### config.mk
export PLATFORM = sky130hd
export DESIGN_NAME = eir_route_top
export DESIGN_NICKNAME = d
export VERILOG_FILES = /design/src/hw/eir_pkg.sv /design/src/hw/eir_flag_bank.sv /design/src/hw/eir_route_top.sv
export VERILOG_INCLUDE_DIRS = /design/src /design/src/hw
export SDC_FILE = /design/constraint.sdc
export NUM_CORES = 1
export LEC_CHECK = 0
export ABC_AREA = 1
export ABC_CLOCK_PERIOD_IN_PS = 4200
export BUFFER_PORTS_ARGS = -buffer_cell sky130_fd_sc_hd__buf_2
export CAP_MARGIN = 10
export CORE_MARGIN = 3
export CORE_UTILIZATION = 43
export DETAILED_ROUTE_END_ITERATION = 10
export GPL_TIMING_DRIVEN = 0
export PLACE_DENSITY = 0.69
export SLEW_MARGIN = 25
export SYNTH_ARGS = -nofsm -noshare
export SYNTH_HDL_FRONTEND = slang
export SYNTH_SLANG_ARGS = --single-unit
### constraint.sdc
create_clock -name i_ref_clk -period 4.2 [get_ports i_ref_clk]
set_input_delay 0.84 -clock i_ref_clk [delete_from_list [all_inputs] [get_ports i_ref_clk]]
set_output_delay 0.84 -clock i_ref_clk [all_outputs]
set_load 0.01 [all_outputs]
### src/hw/eir_defines.svh
// Register indices, field positions, masks and reset values of the routing block
`ifndef EIR_DEFINES_SVH
`define EIR_DEFINES_SVH

// Register indices; byte address is four times the index
`define EIR_IDX_PAGE_SEL 8'h02
`define EIR_IDX_PAGE_ADDR 8'h08
`define EIR_IDX_PAGE_VALUE 8'h09
`define EIR_IDX_EMB_ROUTE 8'h0e
`define EIR_IDX_PROG_ROUTE 8'h0f
`define EIR_IDX_LEARN_ROUTE 8'h11
`define EIR_IDX_EMB_FLAGS 8'h12
`define EIR_IDX_PROG_FLAGS 8'h13
`define EIR_IDX_LEARN_FLAGS 8'h15
`define EIR_IDX_PAGE_CTRL 8'h17
`define EIR_IDX_BATCH 8'h18
`define EIR_IDX_ACK_MASK 8'h1f
`define EIR_IDX_MAIN_CFG 8'h20

// Field positions
`define EIR_BIT_LONG_COUNTER 7
`define EIR_BIT_SIG_MOTION 5
`define EIR_BIT_TILT 4
`define EIR_BIT_STEP 3
`define EIR_BIT_LATCH 7
`define EIR_BIT_PAGE_WRITE 6
`define EIR_BIT_PAGE_READ 5
`define EIR_BIT_BATCH_PROG 3
`define EIR_BIT_BATCH_FEAT 2
`define EIR_BIT_BATCH_LEARN 1
`define EIR_BIT_BATCH_STEP 0
`define EIR_BIT_ROUTE_MASTER 1

// Writable bits of each register; all others read zero
`define EIR_MASK_EMB 8'hb8
`define EIR_MASK_LOW_NIBBLE 8'h0f
`define EIR_MASK_PAGE_CTRL 8'he0
`define EIR_MASK_MAIN_CFG 8'h02

// Reset value of every register
`define EIR_RST_REG 8'h00

`endif

### src/hw/eir_pkg.sv
// Types shared by the embedded-function routing block
package eir_pkg;

    // Bus data-phase tracking
    typedef enum logic [1:0] {
        EIR_IDLE,
        EIR_WR_DATA,
        EIR_RD_WAIT
    } eir_phase_e;

    // Live event sources
    typedef struct packed {
        logic [3:0] emb;    // [3] long counter, [2] sig motion, [1] tilt, [0] step
        logic [7:0] prog;   // Programs eight to one
        logic [3:0] learn;  // Learning outputs four to one
    } eir_events_s;

    // FIFO batching enables
    typedef struct packed {
        logic batch_program_results;
        logic batch_learning_features;
        logic batch_learning_results;
        logic batch_step_counts;
    } eir_batch_s;

    // Advanced-features page access port
    typedef struct packed {
        logic wr;
        logic [3:0] sel;
        logic [7:0] addr;
        logic [7:0] wdata;
    } eir_page_req_s;

    // Software-visible registers
    typedef struct packed {
        logic [7:0] emb_event_second_interrupt_pin_route;
        logic [7:0] program_second_interrupt_pin_route;
        logic [7:0] learning_second_interrupt_pin_route;
        logic [7:0] page_access_control;
        logic [7:0] result_batching_enable;
        logic [7:0] page_select;
        logic [7:0] page_address;
        logic [7:0] ack_mask;
        logic [7:0] second_pin_main_config;
    } eir_regs_s;

    // Whole state of the top module
    typedef struct packed {
        eir_regs_s regs;
        eir_phase_e phase;
        logic [7:0] idx;
        logic hreadyout;
        logic [31:0] hrdata;
        logic page_wr;
        logic [7:0] page_wdata;
        logic second_interrupt_pin;
    } eir_state_s;

endpackage : eir_pkg

### src/hw/eir_flag_bank.sv
// Interrupt status flags of one source group, latched or live
`timescale 1ns/10ps

module eir_flag_bank #(
    parameter int WIDTH = 8
) (
    input wire logic i_ref_clk,
    input wire logic i_rst,
    input wire logic [WIDTH-1:0] i_event,
    input wire logic i_latched,
    input wire logic i_read_clear,
    input wire logic [WIDTH-1:0] i_keep_mask,
    output logic [WIDTH-1:0] o_flags
);

    typedef struct packed {
        logic [WIDTH-1:0] flags;
    } eir_bank_s;

    eir_bank_s st;
    eir_bank_s next_st;
    logic [WIDTH-1:0] keep;

    // Latched: hold until read, set beats clear; live: follow events
    always_comb begin
        keep = i_read_clear ? i_keep_mask : {WIDTH{1'b1}};
        next_st = st;
        if (i_latched) begin
            next_st.flags = i_event | (st.flags & keep);
        end else begin
            next_st.flags = i_event;
        end
    end

    // State register
    always_ff @(posedge i_ref_clk or posedge i_rst) begin
        if (i_rst) begin
            st <= '0;
        end else begin
            st <= next_st;
        end
    end

    assign o_flags = st.flags;
endmodule : eir_flag_bank

### src/hw/eir_route_top.sv
// Embedded-function interrupt routing, status flags and page access over AHB-Lite
`timescale 1ns/10ps
`include "eir_defines.svh"

// How it works
// Register 0Eh holds four routing enables for embedded events, reset zero.
// Second interrupt pin is OR of all flagged sources whose routing is set.
// Routing to the second pin only counts while the master routing bit is one.
// Host writes zero to reserved bits; the block stores them as zero.
// Register 0Fh holds eight program routing enables, reset zero.
// Register 11h low nibble routes learning outputs; upper nibble reserved.
// Register 12h flags long counter, motion, tilt, step; other bits zero.
// Register 13h flags the eight program events.
// Register 15h low nibble flags learning outputs; upper nibble reads zero.
// Page-control bit 7 selects latched flags; zero means live flags.
// Page writes reach the page only while page-write bit 6 is one.
// Page reads return page data only while page-read bit 5 is one.
// Page accesses go to the page chosen by the select field at 02h.
// Batching bit 3 enables program result batching, reset zero.
// Batching bit 2 enables learning filter and feature batching.
// Batching bit 1 enables learning result batching.
// Batching bit 0 enables step counter batching.
// Host puts the FIFO in continuous mode before enabling any batching.
// Latched flags clear on status read unless the acknowledge mask bit is set.
// Live mode lets flags and the pin follow the event directly.
module eir_route_top (
    input wire logic i_ref_clk,
    input wire logic i_rst,
    input wire logic i_hsel,
    input wire logic [31:0] i_haddr,
    input wire logic [1:0] i_htrans,
    input wire logic i_hwrite,
    input wire logic [2:0] i_hsize,
    input wire logic [31:0] i_hwdata,
    input wire logic i_hready,
    output logic [31:0] o_hrdata,
    output logic o_hreadyout,
    output logic o_hresp,
    input wire eir_pkg::eir_events_s i_events,
    input wire logic [7:0] i_page_rdata,
    output eir_pkg::eir_page_req_s o_page,
    output eir_pkg::eir_batch_s o_batch,
    output logic o_second_interrupt_pin
);

    eir_pkg::eir_state_s st;
    eir_pkg::eir_state_s next_st;

    logic accept;
    logic [7:0] addr_idx;
    logic addr_in_map;
    logic latched;
    logic rd_emb;
    logic rd_prog;
    logic rd_learn;
    logic [7:0] emb_event_vec;
    logic [7:0] emb_flags;
    logic [7:0] prog_flags;
    logic [3:0] learn_flags;
    logic [7:0] wbyte;
    logic [7:0] rd_byte;
    logic pin_sources;

    // Address phase decode; hsize is ignored, only whole words are used
    assign accept = i_hsel && i_htrans[1] && i_hready;
    assign addr_in_map = (i_haddr[31:10] == 22'h000000);
    assign addr_idx = addr_in_map ? i_haddr[9:2] : 8'hff;
    assign wbyte = i_hwdata[7:0];

    // Flag mode and read-clear strobes at the read capture edge
    assign latched = st.regs.page_access_control[`EIR_BIT_LATCH];
    assign rd_emb = (st.phase == eir_pkg::EIR_RD_WAIT) && (st.idx == `EIR_IDX_EMB_FLAGS);
    assign rd_prog = (st.phase == eir_pkg::EIR_RD_WAIT) && (st.idx == `EIR_IDX_PROG_FLAGS);
    assign rd_learn = (st.phase == eir_pkg::EIR_RD_WAIT) && (st.idx == `EIR_IDX_LEARN_FLAGS);

    // Embedded events placed at their status bit positions
    assign emb_event_vec = {i_events.emb[3], 1'b0, i_events.emb[2:0], 3'b000};

    // Embedded-event flags
    eir_flag_bank #(
        .WIDTH(8)
    ) u_emb_flags (
        .i_ref_clk(i_ref_clk),
        .i_rst(i_rst),
        .i_event(emb_event_vec),
        .i_latched(latched),
        .i_read_clear(rd_emb),
        .i_keep_mask(st.regs.ack_mask),
        .o_flags(emb_flags)
    );

    // Program event flags
    eir_flag_bank #(
        .WIDTH(8)
    ) u_prog_flags (
        .i_ref_clk(i_ref_clk),
        .i_rst(i_rst),
        .i_event(i_events.prog),
        .i_latched(latched),
        .i_read_clear(rd_prog),
        .i_keep_mask(st.regs.ack_mask),
        .o_flags(prog_flags)
    );

    // Learning output flags
    eir_flag_bank #(
        .WIDTH(4)
    ) u_learn_flags (
        .i_ref_clk(i_ref_clk),
        .i_rst(i_rst),
        .i_event(i_events.learn),
        .i_latched(latched),
        .i_read_clear(rd_learn),
        .i_keep_mask(st.regs.ack_mask[3:0]),
        .o_flags(learn_flags)
    );

    // OR of every flagged and routed source
    assign pin_sources = |(emb_flags & st.regs.emb_event_second_interrupt_pin_route)
        || |(prog_flags & st.regs.program_second_interrupt_pin_route)
        || |(learn_flags & st.regs.learning_second_interrupt_pin_route[3:0]);

    // Read data selection
    always_comb begin
        rd_byte = 8'h00;
        case (st.idx)
            `EIR_IDX_PAGE_SEL: rd_byte = st.regs.page_select;
            `EIR_IDX_PAGE_ADDR: rd_byte = st.regs.page_address;
            `EIR_IDX_PAGE_VALUE: begin
                if (st.regs.page_access_control[`EIR_BIT_PAGE_READ]) begin
                    rd_byte = i_page_rdata;
                end
            end
            `EIR_IDX_EMB_ROUTE: rd_byte = st.regs.emb_event_second_interrupt_pin_route;
            `EIR_IDX_PROG_ROUTE: rd_byte = st.regs.program_second_interrupt_pin_route;
            `EIR_IDX_LEARN_ROUTE: rd_byte = st.regs.learning_second_interrupt_pin_route;
            `EIR_IDX_EMB_FLAGS: rd_byte = emb_flags & `EIR_MASK_EMB;
            `EIR_IDX_PROG_FLAGS: rd_byte = prog_flags;
            `EIR_IDX_LEARN_FLAGS: rd_byte = {4'h0, learn_flags};
            `EIR_IDX_PAGE_CTRL: rd_byte = st.regs.page_access_control;
            `EIR_IDX_BATCH: rd_byte = st.regs.result_batching_enable;
            `EIR_IDX_ACK_MASK: rd_byte = st.regs.ack_mask;
            `EIR_IDX_MAIN_CFG: rd_byte = st.regs.second_pin_main_config;
            default: rd_byte = 8'h00;
        endcase
    end

    // Next state: bus phases, register writes, page strobe, pin
    always_comb begin
        next_st = st;
        next_st.page_wr = 1'b0;
        // Close the current data phase
        case (st.phase)
            eir_pkg::EIR_WR_DATA: begin
                case (st.idx)
                    `EIR_IDX_PAGE_SEL: begin
                        next_st.regs.page_select = wbyte & `EIR_MASK_LOW_NIBBLE;
                    end
                    `EIR_IDX_PAGE_ADDR: next_st.regs.page_address = wbyte;
                    `EIR_IDX_PAGE_VALUE: begin
                        if (st.regs.page_access_control[`EIR_BIT_PAGE_WRITE]) begin
                            next_st.page_wr = 1'b1;
                            next_st.page_wdata = wbyte;
                        end
                    end
                    `EIR_IDX_EMB_ROUTE: begin
                        next_st.regs.emb_event_second_interrupt_pin_route = wbyte & `EIR_MASK_EMB;
                    end
                    `EIR_IDX_PROG_ROUTE: next_st.regs.program_second_interrupt_pin_route = wbyte;
                    `EIR_IDX_LEARN_ROUTE: begin
                        next_st.regs.learning_second_interrupt_pin_route = wbyte & `EIR_MASK_LOW_NIBBLE;
                    end
                    `EIR_IDX_PAGE_CTRL: begin
                        next_st.regs.page_access_control = wbyte & `EIR_MASK_PAGE_CTRL;
                    end
                    `EIR_IDX_BATCH: begin
                        next_st.regs.result_batching_enable = wbyte & `EIR_MASK_LOW_NIBBLE;
                    end
                    `EIR_IDX_ACK_MASK: next_st.regs.ack_mask = wbyte;
                    `EIR_IDX_MAIN_CFG: begin
                        next_st.regs.second_pin_main_config = wbyte & `EIR_MASK_MAIN_CFG;
                    end
                    default: next_st.regs = st.regs;
                endcase
                next_st.phase = eir_pkg::EIR_IDLE;
            end
            eir_pkg::EIR_RD_WAIT: begin
                next_st.hrdata = {24'h000000, rd_byte};
                next_st.hreadyout = 1'b1;
                next_st.phase = eir_pkg::EIR_IDLE;
            end
            eir_pkg::EIR_IDLE: next_st.phase = eir_pkg::EIR_IDLE;
            default: next_st.phase = eir_pkg::EIR_IDLE;
        endcase
        // Take a new address phase; reads get one wait state
        if (accept) begin
            next_st.idx = addr_idx;
            if (i_hwrite) begin
                next_st.phase = eir_pkg::EIR_WR_DATA;
            end else begin
                next_st.phase = eir_pkg::EIR_RD_WAIT;
                next_st.hreadyout = 1'b0;
            end
        end
        // Pin gated by the master routing bit
        next_st.second_interrupt_pin =
            st.regs.second_pin_main_config[`EIR_BIT_ROUTE_MASTER] && pin_sources;
    end

    // State register
    always_ff @(posedge i_ref_clk or posedge i_rst) begin
        if (i_rst) begin
            st <= '0;
            st.hreadyout <= 1'b1;
            st.phase <= eir_pkg::EIR_IDLE;
        end else begin
            st <= next_st;
        end
    end

    // Outputs straight from state or constant
    assign o_hrdata = st.hrdata;
    assign o_hreadyout = st.hreadyout;
    assign o_hresp = 1'b0;
    assign o_second_interrupt_pin = st.second_interrupt_pin;
    assign o_page.wr = st.page_wr;
    assign o_page.sel = st.regs.page_select[3:0];
    assign o_page.addr = st.regs.page_address;
    assign o_page.wdata = st.page_wdata;

    // Batching enables
    assign o_batch.batch_program_results =
        st.regs.result_batching_enable[`EIR_BIT_BATCH_PROG];
    assign o_batch.batch_learning_features =
        st.regs.result_batching_enable[`EIR_BIT_BATCH_FEAT];
    assign o_batch.batch_learning_results =
        st.regs.result_batching_enable[`EIR_BIT_BATCH_LEARN];
    assign o_batch.batch_step_counts =
        st.regs.result_batching_enable[`EIR_BIT_BATCH_STEP];

    logic master;
    assign master = st.regs.second_pin_main_config[`EIR_BIT_ROUTE_MASTER];
endmodule : eir_route_top

==> results of run 1 <==
==> how the worst max path moves through the flow <==
stage | from | to | cells after the start
2_1_floorplan | i_rst | latched$_DFFE_PP0P_ | 1
3_3_place_gp | i_rst | o_hrdata[4]$_DFFE_PP0N_ | 2
3_5_place_dp | i_haddr[17] | st[44]$_DFFE_PP0P_ | 7
4_1_cts | o_page[8]$_DFFE_PP0P_ | o_page[8] | 2
5_1_grt | o_page[8]$_DFFE_PP0P_ | o_page[8] | 2
6_report | o_page[8]$_DFFE_PP0P_ | o_page[8] | 2
==> per-stage QoR <==
stage               total power, uW  hold WS [ns]  cell area (um^2)  setup WS, ns  cells
finish                         1820         0.448              6090          2.32    897
detailed placement             1020         0.471              5790          2.36    881
CTS                            1840         0.451              6090          2.32    897
floorplan                       962         0.450              5070          1.05    638
global route                   1880         0.462              6090          2.29    897
global placement               1010         0.463              5760       0.00387    880
==> synth_stat cells (all sizes together) <==
| master | n |
|---|---|
| o21ai | 66 |
| conb | 1 |
| nand4 | 6 |
| a221oi | 2 |
| dfrtp | 88 |
| a31o | 8 |
| clkbuf | 4 |
| clkinv | 1 |
| nor2 | 72 |
| buf | 66 |
| or2 | 8 |
| dfstp | 1 |
| o21bai | 4 |
| inv | 49 |
| a22o | 2 |
| nor4 | 2 |
| nand3b | 1 |
| a21oi | 9 |
| nand3 | 58 |
| nand2 | 165 |
| o22ai | 1 |
==> cell type report <==
type                    count  area (um^2)
flip-flops and latches     89         2230
clock inverters             5         55.1
multi-input cells         429         2140
well taps                 140          175
plain buffers              70          520
clock buffers              11          243
fillers                  1043         4990
repair buffers            103          538
inverters                  50          193
==> worst max-delay path: stages, from the launching register on <==
cell and delay [ns]:
sky130_fd_sc_hd__dfrtp_1 0.42, sky130_fd_sc_hd__buf_4 0.14, sky130_fd_sc_hd__buf_2 0.13
==> power by group through the flow <==
| stage | sequential [uW] | clock [uW] | combinational, uW |
|---|---|---|---|
| final | 872 | 815 | 131 |
| after global routing | 872 | 865 | 146 |
| after CTS | 872 | 832 | 132 |
| after global placement | 887 | 0 | 125 |
| after floorplan | 888 | 0 | 73.5 |
| after detailed placement | 888 | 0 | 132 |
==> registers in the layout, indices dropped and copies added (netlist names) <==
| name | count |
|---|---|
| st | 36 |
| o_page | 21 |
| o_hrdata | 8 |
| u_prog_flags.o_flags | 8 |
| o_batch | 4 |
| u_emb_flags.o_flags | 4 |
| u_learn_flags.o_flags | 4 |
| latched | 1 |
| master | 1 |
| o_hreadyout | 1 |
| o_second_interrupt_pin | 1 |
==> routing by layer <==
layer,track usage,wire length (um)
met5,0,0
met4,0.0593,171
met3,0.0525,1030
met2,0.331,6140
met1,0.318,6450
==> cell families after synthesis <==
family                 count (synthesis)  synth area share
and+or+nand+nor                      312             0.300
buffers and inverters                120             0.142
AOI/OAI and AO/OA                     92             0.110
DFF                                   89             0.447
other                                  1          0.000753
==> results by stage, run 1 <==
Timing:
- The final number of setup-violating endpoints is 0.
- Setup repair after global routing left no endpoint under its margin.
- The worst slew margin relative to its limit is 0.587.
- The actual transition at the worst max-transition pin is 0.619 ns.
- Adding up every negative setup slack in the final design gives 0 ns.
- The final worst clock skew is 0.00720 ns.
- The minimum period implied by the final worst setup slack is 1.88 ns.
- The count of endpoints failing hold in the final timing report came to 0.
- The count of pins over their slew limit is 0.
- The maximum clock frequency is 533 MHz.
- The portion of the clock cycle consumed by the worst path in the final layout is 0.447.

Drt:
- Dividing the detail-routed wire length by the instance count gives 15.4 um.
- The detailed-route wire length is 13.8 mm.
- For this block, the initial DRC count from the detailed router was 357.
- Dividing the detail-routed via count by the number of cells gives 4.92.
- The number of remaining DRC errors is 0.
- The first TritonRoute pass finished after 7 iterations.
- The remaining antenna violation count after routing is 0.
- The routed layout has 4410 vias.

Die:
- The number of standard-cell rows in the floorplan is 38.
- The die covers 12900 um^2.
- The floorplan step defined a core boundary enclosing 11100 um^2.
- The width of the die is 114 um.
- The number of ports placed on the die boundary is 158.
- For this configuration, the core starts out at a cell density of 0.450.
- From bottom edge to top edge, the die measures 114 um.

Clocking:
- TritonCTS built the clock tree.
- In this run the deepest clock path goes through 2 buffers.
- After clock tree synthesis, the repair step resized 0 gates.
- The post-CTS setup buffer count is 0.
- Clock-pin slew was measured on the worst setup and hold paths at 0.06 ns.
- The root cell of the clock tree is sky130_fd_sc_hd__clkbuf_16.
- Clock latency on the worst-skew pair, taken at its later pin, is 0.35 ns.
- The CTS buffer count is 9.
- The number of buffers inserted by hold repair at cts is 0.
- The H-tree was split into 3 levels.
- The number of sinks handled by clock tree synthesis is 89.

GRT:
- The pin count of the biggest net entering global routing is 64.
- The aggregate global-route resource usage is 0.220.
- Summed over all layers, the global routing overflow is 0.
- The number of antenna violations at the first check in global routing is 0.
- The first-pass GRT wire length is 22.1 mm.
- The via count of the first global-routing pass came to 4220.

Power:
- The cell leakage power is 0.00324 uW.
- Power spread over the standard cell area amounts to 299 nW/um^2.
- The switching power share of the total is 0.229.
- The peak supply drop is 0.214 mV.
- Of the total power, the clock network draws 0.448.
- The share of total power dissipated in combinational logic is 0.072.
- The share of total power in sequential cells is 0.480.
- The internal power summed over all cells is 1400 uW.
- The switching power total is 416 uW.

Synth:
- Yosys attributes the largest share of cell area to sky130_fd_sc_hd__dfrtp_1 (44%), sky130_fd_sc_hd__nand2_1 (11%), sky130_fd_sc_hd__buf_4 (9.0%).
- After synthesis the cells add up to 4980 um^2.
- Synthesis inferred 89 register bits.
- The yosys synthesis warning count is 0.
- Synthesis produced a netlist whose cell count is 614.
- The share of the Yosys chip area taken by registers is 0.447.
- The unique cell type count in the Yosys netlist is 34.
- Of the post-synthesis cell area, the dominant cell type holds 0.442.
- The largest total area in the synthesized netlist belongs to sky130_fd_sc_hd__dfrtp_1.
- The mean post-synth cell area is 8.11 um^2.

Worst setup path:
- The highest fanout seen on the critical path is 3.
- Across all register-to-register paths, the minimum setup slack is 2.52 ns.
- The end of the worst register-to-register path is o_page[7]$_DFFE_PP0P_.
- The arrival time at the worst endpoint is 1.04 ns.
- The startpoint identified for the worst register-to-register timing path is st[44]$_DFFE_PP0P_.
- The type of element capturing the critical path is an output port.
- The depth of the most critical reg-to-reg path is 7.
- The critical setup path kind is reg2out.
- STA classifies the critical path startpoint as a flop.
- STA puts the critical path data required time at 3.36 ns.

Status:
- The run finished with clean final reports.

Final layout:
- At the end of the flow the core is filled with cells to 0.550.
- Leaving out fill and tap cells, the most frequent cell in the layout is sky130_fd_sc_hd__nand2_1.
- The layout cell share with drive strength beyond 1 is 0.320.
- The area added between synthesis and finish is 22.2%.
- The repair_antennas step left the layout with diodes totalling 0.
- In the layout the commonest cells are sky130_fd_sc_hd__nand2_1 (151), sky130_fd_sc_hd__buf_2 (104), sky130_fd_sc_hd__dfrtp_1 (88).
- The net count of the finished layout is 850.

Placed design:
- Summed over all nets, the half-perimeter wirelength after detailed placement is 10.4 mm.
- The count of buffers added on input and output ports is 102.
- The placer congestion estimate is 0.887.

Job:
- Across the run, the number of max-cap violations was 0.

Worst hold path:
- The min-delay analysis places its worst path in the category in2async.
Power figures use the tool's default switching activity.
==> run 2, diff against run 1 <==
Settings changed: ABC_CLOCK_PERIOD_IN_PS 4200 to 1900.
Clock period 4.2 ns to 1.9 ns, I/O delays scaled along.
==> run 2 against run 1 <==
Net effect: first-iteration DRC count down 26%; core utilization up 0.58 points; sequential cell count unchanged; power up 130%; count of clock-buffer cells in the layout unchanged; via count up 1.2%; sequential share of layout area down 0.38 points; combinational power up 130%; clock skew about the same; sequential power up 120%; critical endpoint is now o_page[9]$_DFFE_PP0P_; design area up 1.0%; non-clock buffer count up 3.
==> results by stage, run 2 (same netlist as run 1, synthesis figures left out) <==
Timing:
- Setup repair after global routing left no endpoint under its margin.
- The maximum clock frequency is 594 MHz.
- The final worst clock skew is 0.00765 ns (+0.000453 ns).
- The final number of setup-violating endpoints is 0 (unchanged).
- The count of pins over their slew limit is 0 (unchanged).
- The count of endpoints failing hold in the final timing report is 0 (unchanged).
- The actual transition at the worst max-transition pin was 0.620 ns (+0.000728 ns).
- The worst slew margin relative to its limit is 0.587 (about the same).
- The minimum period implied by the final worst setup slack is 1.68 ns.
- The portion of the clock cycle consumed by the worst path in the final layout is 0.886.

Clocking:
- The post-CTS setup buffer count is 0 (unchanged).
- TritonCTS built the clock tree.
- The deepest level of the CTS H-tree is 3 (unchanged).
- The number of sinks handled by clock tree synthesis was 89 (unchanged).
- The number of instances resized during post-cts repair was 0 (unchanged).
- The number of buffers inserted by hold repair at cts was 1 (+1).
- The tree is rooted in a sky130_fd_sc_hd__clkbuf_16.
- The clock slew seen by the registers of the worst setup and hold paths is 0.07 ns (about the same).
- The later-pin clock latency in the skew report is 0.35 ns (about the same).
- The CTS buffer count is 9 (unchanged).
- The maximum number of buffers from clock root to sink is 2 (unchanged).

Worst setup path:
- The signal on the critical path passes through inv_1 -> nand3_1 -> nor2_2 -> nand2_2 -> buf_2 -> nand2_1 -> o21ai_1.
- The worst path required time is 2.12 ns (-1.24 ns).
- The highest fanout seen on the critical path is 10 (+7).
- The arrival time at the worst endpoint came to 1.90 ns (+0.86 ns).
- By startpoint and endpoint, the worst setup path is classified as reg2reg.
- The type of element capturing the critical path is a flop.
- The largest individual stage delay along the critical path comes from the cell sky130_fd_sc_hd__dfrtp_1.
- STA classifies the critical path startpoint as a flop.
- The stage delay of the slowest cell on the critical path is 0.40 ns (-0.02 ns).

Die:
- The overall die area is 12900 um^2 (unchanged).
- The starting density of the core is 0.450 (unchanged).
- The width of the die is 114 um (unchanged).
- The number of ports placed on the die boundary came to 158 (unchanged).
- The number of standard-cell rows in the floorplan is 38 (unchanged).
- The area of the placeable core is 11100 um^2 (unchanged).
- The height of the die is 114 um (unchanged).

GRT:
- The number of antenna violations at the first check in global routing is 0 (unchanged).
- The pin count of the biggest net entering global routing is 33 (-48%).
- The first-pass GRT wire length is 22.0 mm (-0.59%).
- The total congestion overflow after global routing is 0 (unchanged).
- The via count of the first global-routing pass came to 4298 (+1.8%).
- The aggregate global-route resource usage was 0.218 (-0.00171).

Drt:
- The number of DRC markers after the initial detailed-route iteration was 264 (-26%).
- The remaining antenna violation count after routing is 0 (unchanged).
- The detailed-route wire length is 13.6 mm (-1.3%).
- The routed wire length per instance is 15.1 um (-1.6%).
- The count of TritonRoute iterations in the first routing pass is 4 (-3).
- The via count of the routed design is 4465 (+1.2%).
- The vias per cell is 4.96 (+0.91%).
- The number of remaining DRC errors is 0 (unchanged).

Final layout:
- The area added between synthesis and finish is 23.5%.
- The register with the highest flop count is st.
- The flip-flop count of the largest register after layout was 36 (unchanged).
- The number of nets in the final layout is 853 (+0.35%).
- The area used by multi-input combinational logic is 2140 um^2 (unchanged).
- The count of non-filler cells in the finished layout came to 900 (+0.33%).
- The area of all placed cells without fillers came to 6150 um^2 (+1.0%).
- The number of inserted diodes is 0 (unchanged).
- The layout cell share with drive strength beyond 1 was 0.320 (about the same).
- The library cells used most frequently in the layout, excluding fill and tap cells, are sky130_fd_sc_hd__nand2_1 (151), sky130_fd_sc_hd__buf_2 (104), sky130_fd_sc_hd__dfrtp_1 (88).
- The most common cell after layout, fill and taps aside is sky130_fd_sc_hd__nand2_1.
- The storage element area is 2230 um^2 (unchanged).
- The fill cell instance count of the final layout is 1060 (+1.6%).

Placed design:
- The detailed placer's ending HPWL came to 10.5 mm (+1.0%).
- The number of buffer cells added on primary ports is 102 (unchanged).
- The number of placed instances, taps included came to 883 (+0.23%).
- The total cell area at the placement stage is 5830 um^2 (+0.67%).
- The placer congestion estimate is 0.862 (-2.8%).

Status:
- The run finished with clean final reports.

Worst hold path:
- The class of the tightest hold or removal check is in2reg.

Power:
- The peak supply drop is 0.644 mV (+200%).
- The cell leakage power is 0.00327 uW (+0.70%).
- The areal power density over the cells was 670 nW/um^2 (+120%).

Job:
- The number of maximum-capacitance constraint violations came to 0 (unchanged).
## run 2: cell count changes in the layout (fill, tap and decap cells not counted), sizes merged
cell	delta
bufinv	+1
inv	-1
buf	+2
clkinvlp	+1
dlygate4sd3	+1
clkinv	-1
## run 2: path summary, 6_finish.rpt
check | startpoint | endpoint | slack (ns) | cells after the start
min in group asynchronous | i_rst | st[52]$_DFF_PP0_ | 0.54 | 3
setup reg to reg | st[48]$_DFFE_PP0P_ | o_page[9]$_DFFE_PP0P_ | 0.22 | 7
hold / removal | i_hwrite | st[52]$_DFF_PP0_ | 0.22 | 2
setup / recovery | st[48]$_DFFE_PP0P_ | o_page[9]$_DFFE_PP0P_ | 0.22 | 7
max in group asynchronous | i_rst | o_page[0]$_DFFE_PP0P_ | 0.74 | 5
hold reg to reg | o_hrdata[2]$_DFFE_PP0N_ | o_hrdata[2]$_DFFE_PP0N_ | 0.48 | 2
## run 2: layout make-up
cell class,count,area share
buffer,70,0.0846
clock buffer,11,0.0378
clock inverter,5,0.0130
inverter,50,0.0311
multi-input combinational,429,0.347
sequential,89,0.362
tap,140,0.0285
timing repair buffer,106,0.0956
## run 2: metal layers
layer / part of all wire / track usage / vias up
li1: - / - / 2179
met1: 0.47 / 0.314 / 2088
met2: 0.44 / 0.329 / 181
met3: 0.078 / 0.0536 / 17
met4: 0.012 / 0.0585 / 0
met5: 0 / 0 / -
## run 2: power by group
part,switching [uW],internal [uW],leakage (uW)
Combinational,158,142,0.00228
Sequential,9.42,1920,0.000841
Clock,745,1150,0.000146
## run 2: critical path, delay by kind of cell, from the launching register on
kind	cells	cell delay (ns)
AO/OA/AOI/OAI	1	0.06
buffers and inverters	2	0.38
AND/OR/NAND/NOR	4	0.71
flip-flops	1	0.40
## run 2: through the flow
| step | power [uW] | setup TNS, ns | hold slack, ns | setup WS [ns] | util |
|---|---|---|---|---|---|
| after CTS | 4150 | 0 | 0.211 | 0.231 | 0.555 |
| after floorplan | 2130 | 0 | 0.450 | 0.485 | - |
| after detailed placement | 2260 | 0 | 0.366 | 0.251 | 0.526 |
| after global placement | 2240 | -8.80 | 0.465 | -0.107 | 0.520 |
| final | 4120 | 0 | 0.219 | 0.216 | 0.555 |
| after global routing | 4280 | 0 | 0.224 | 0.0616 | 0.555 |
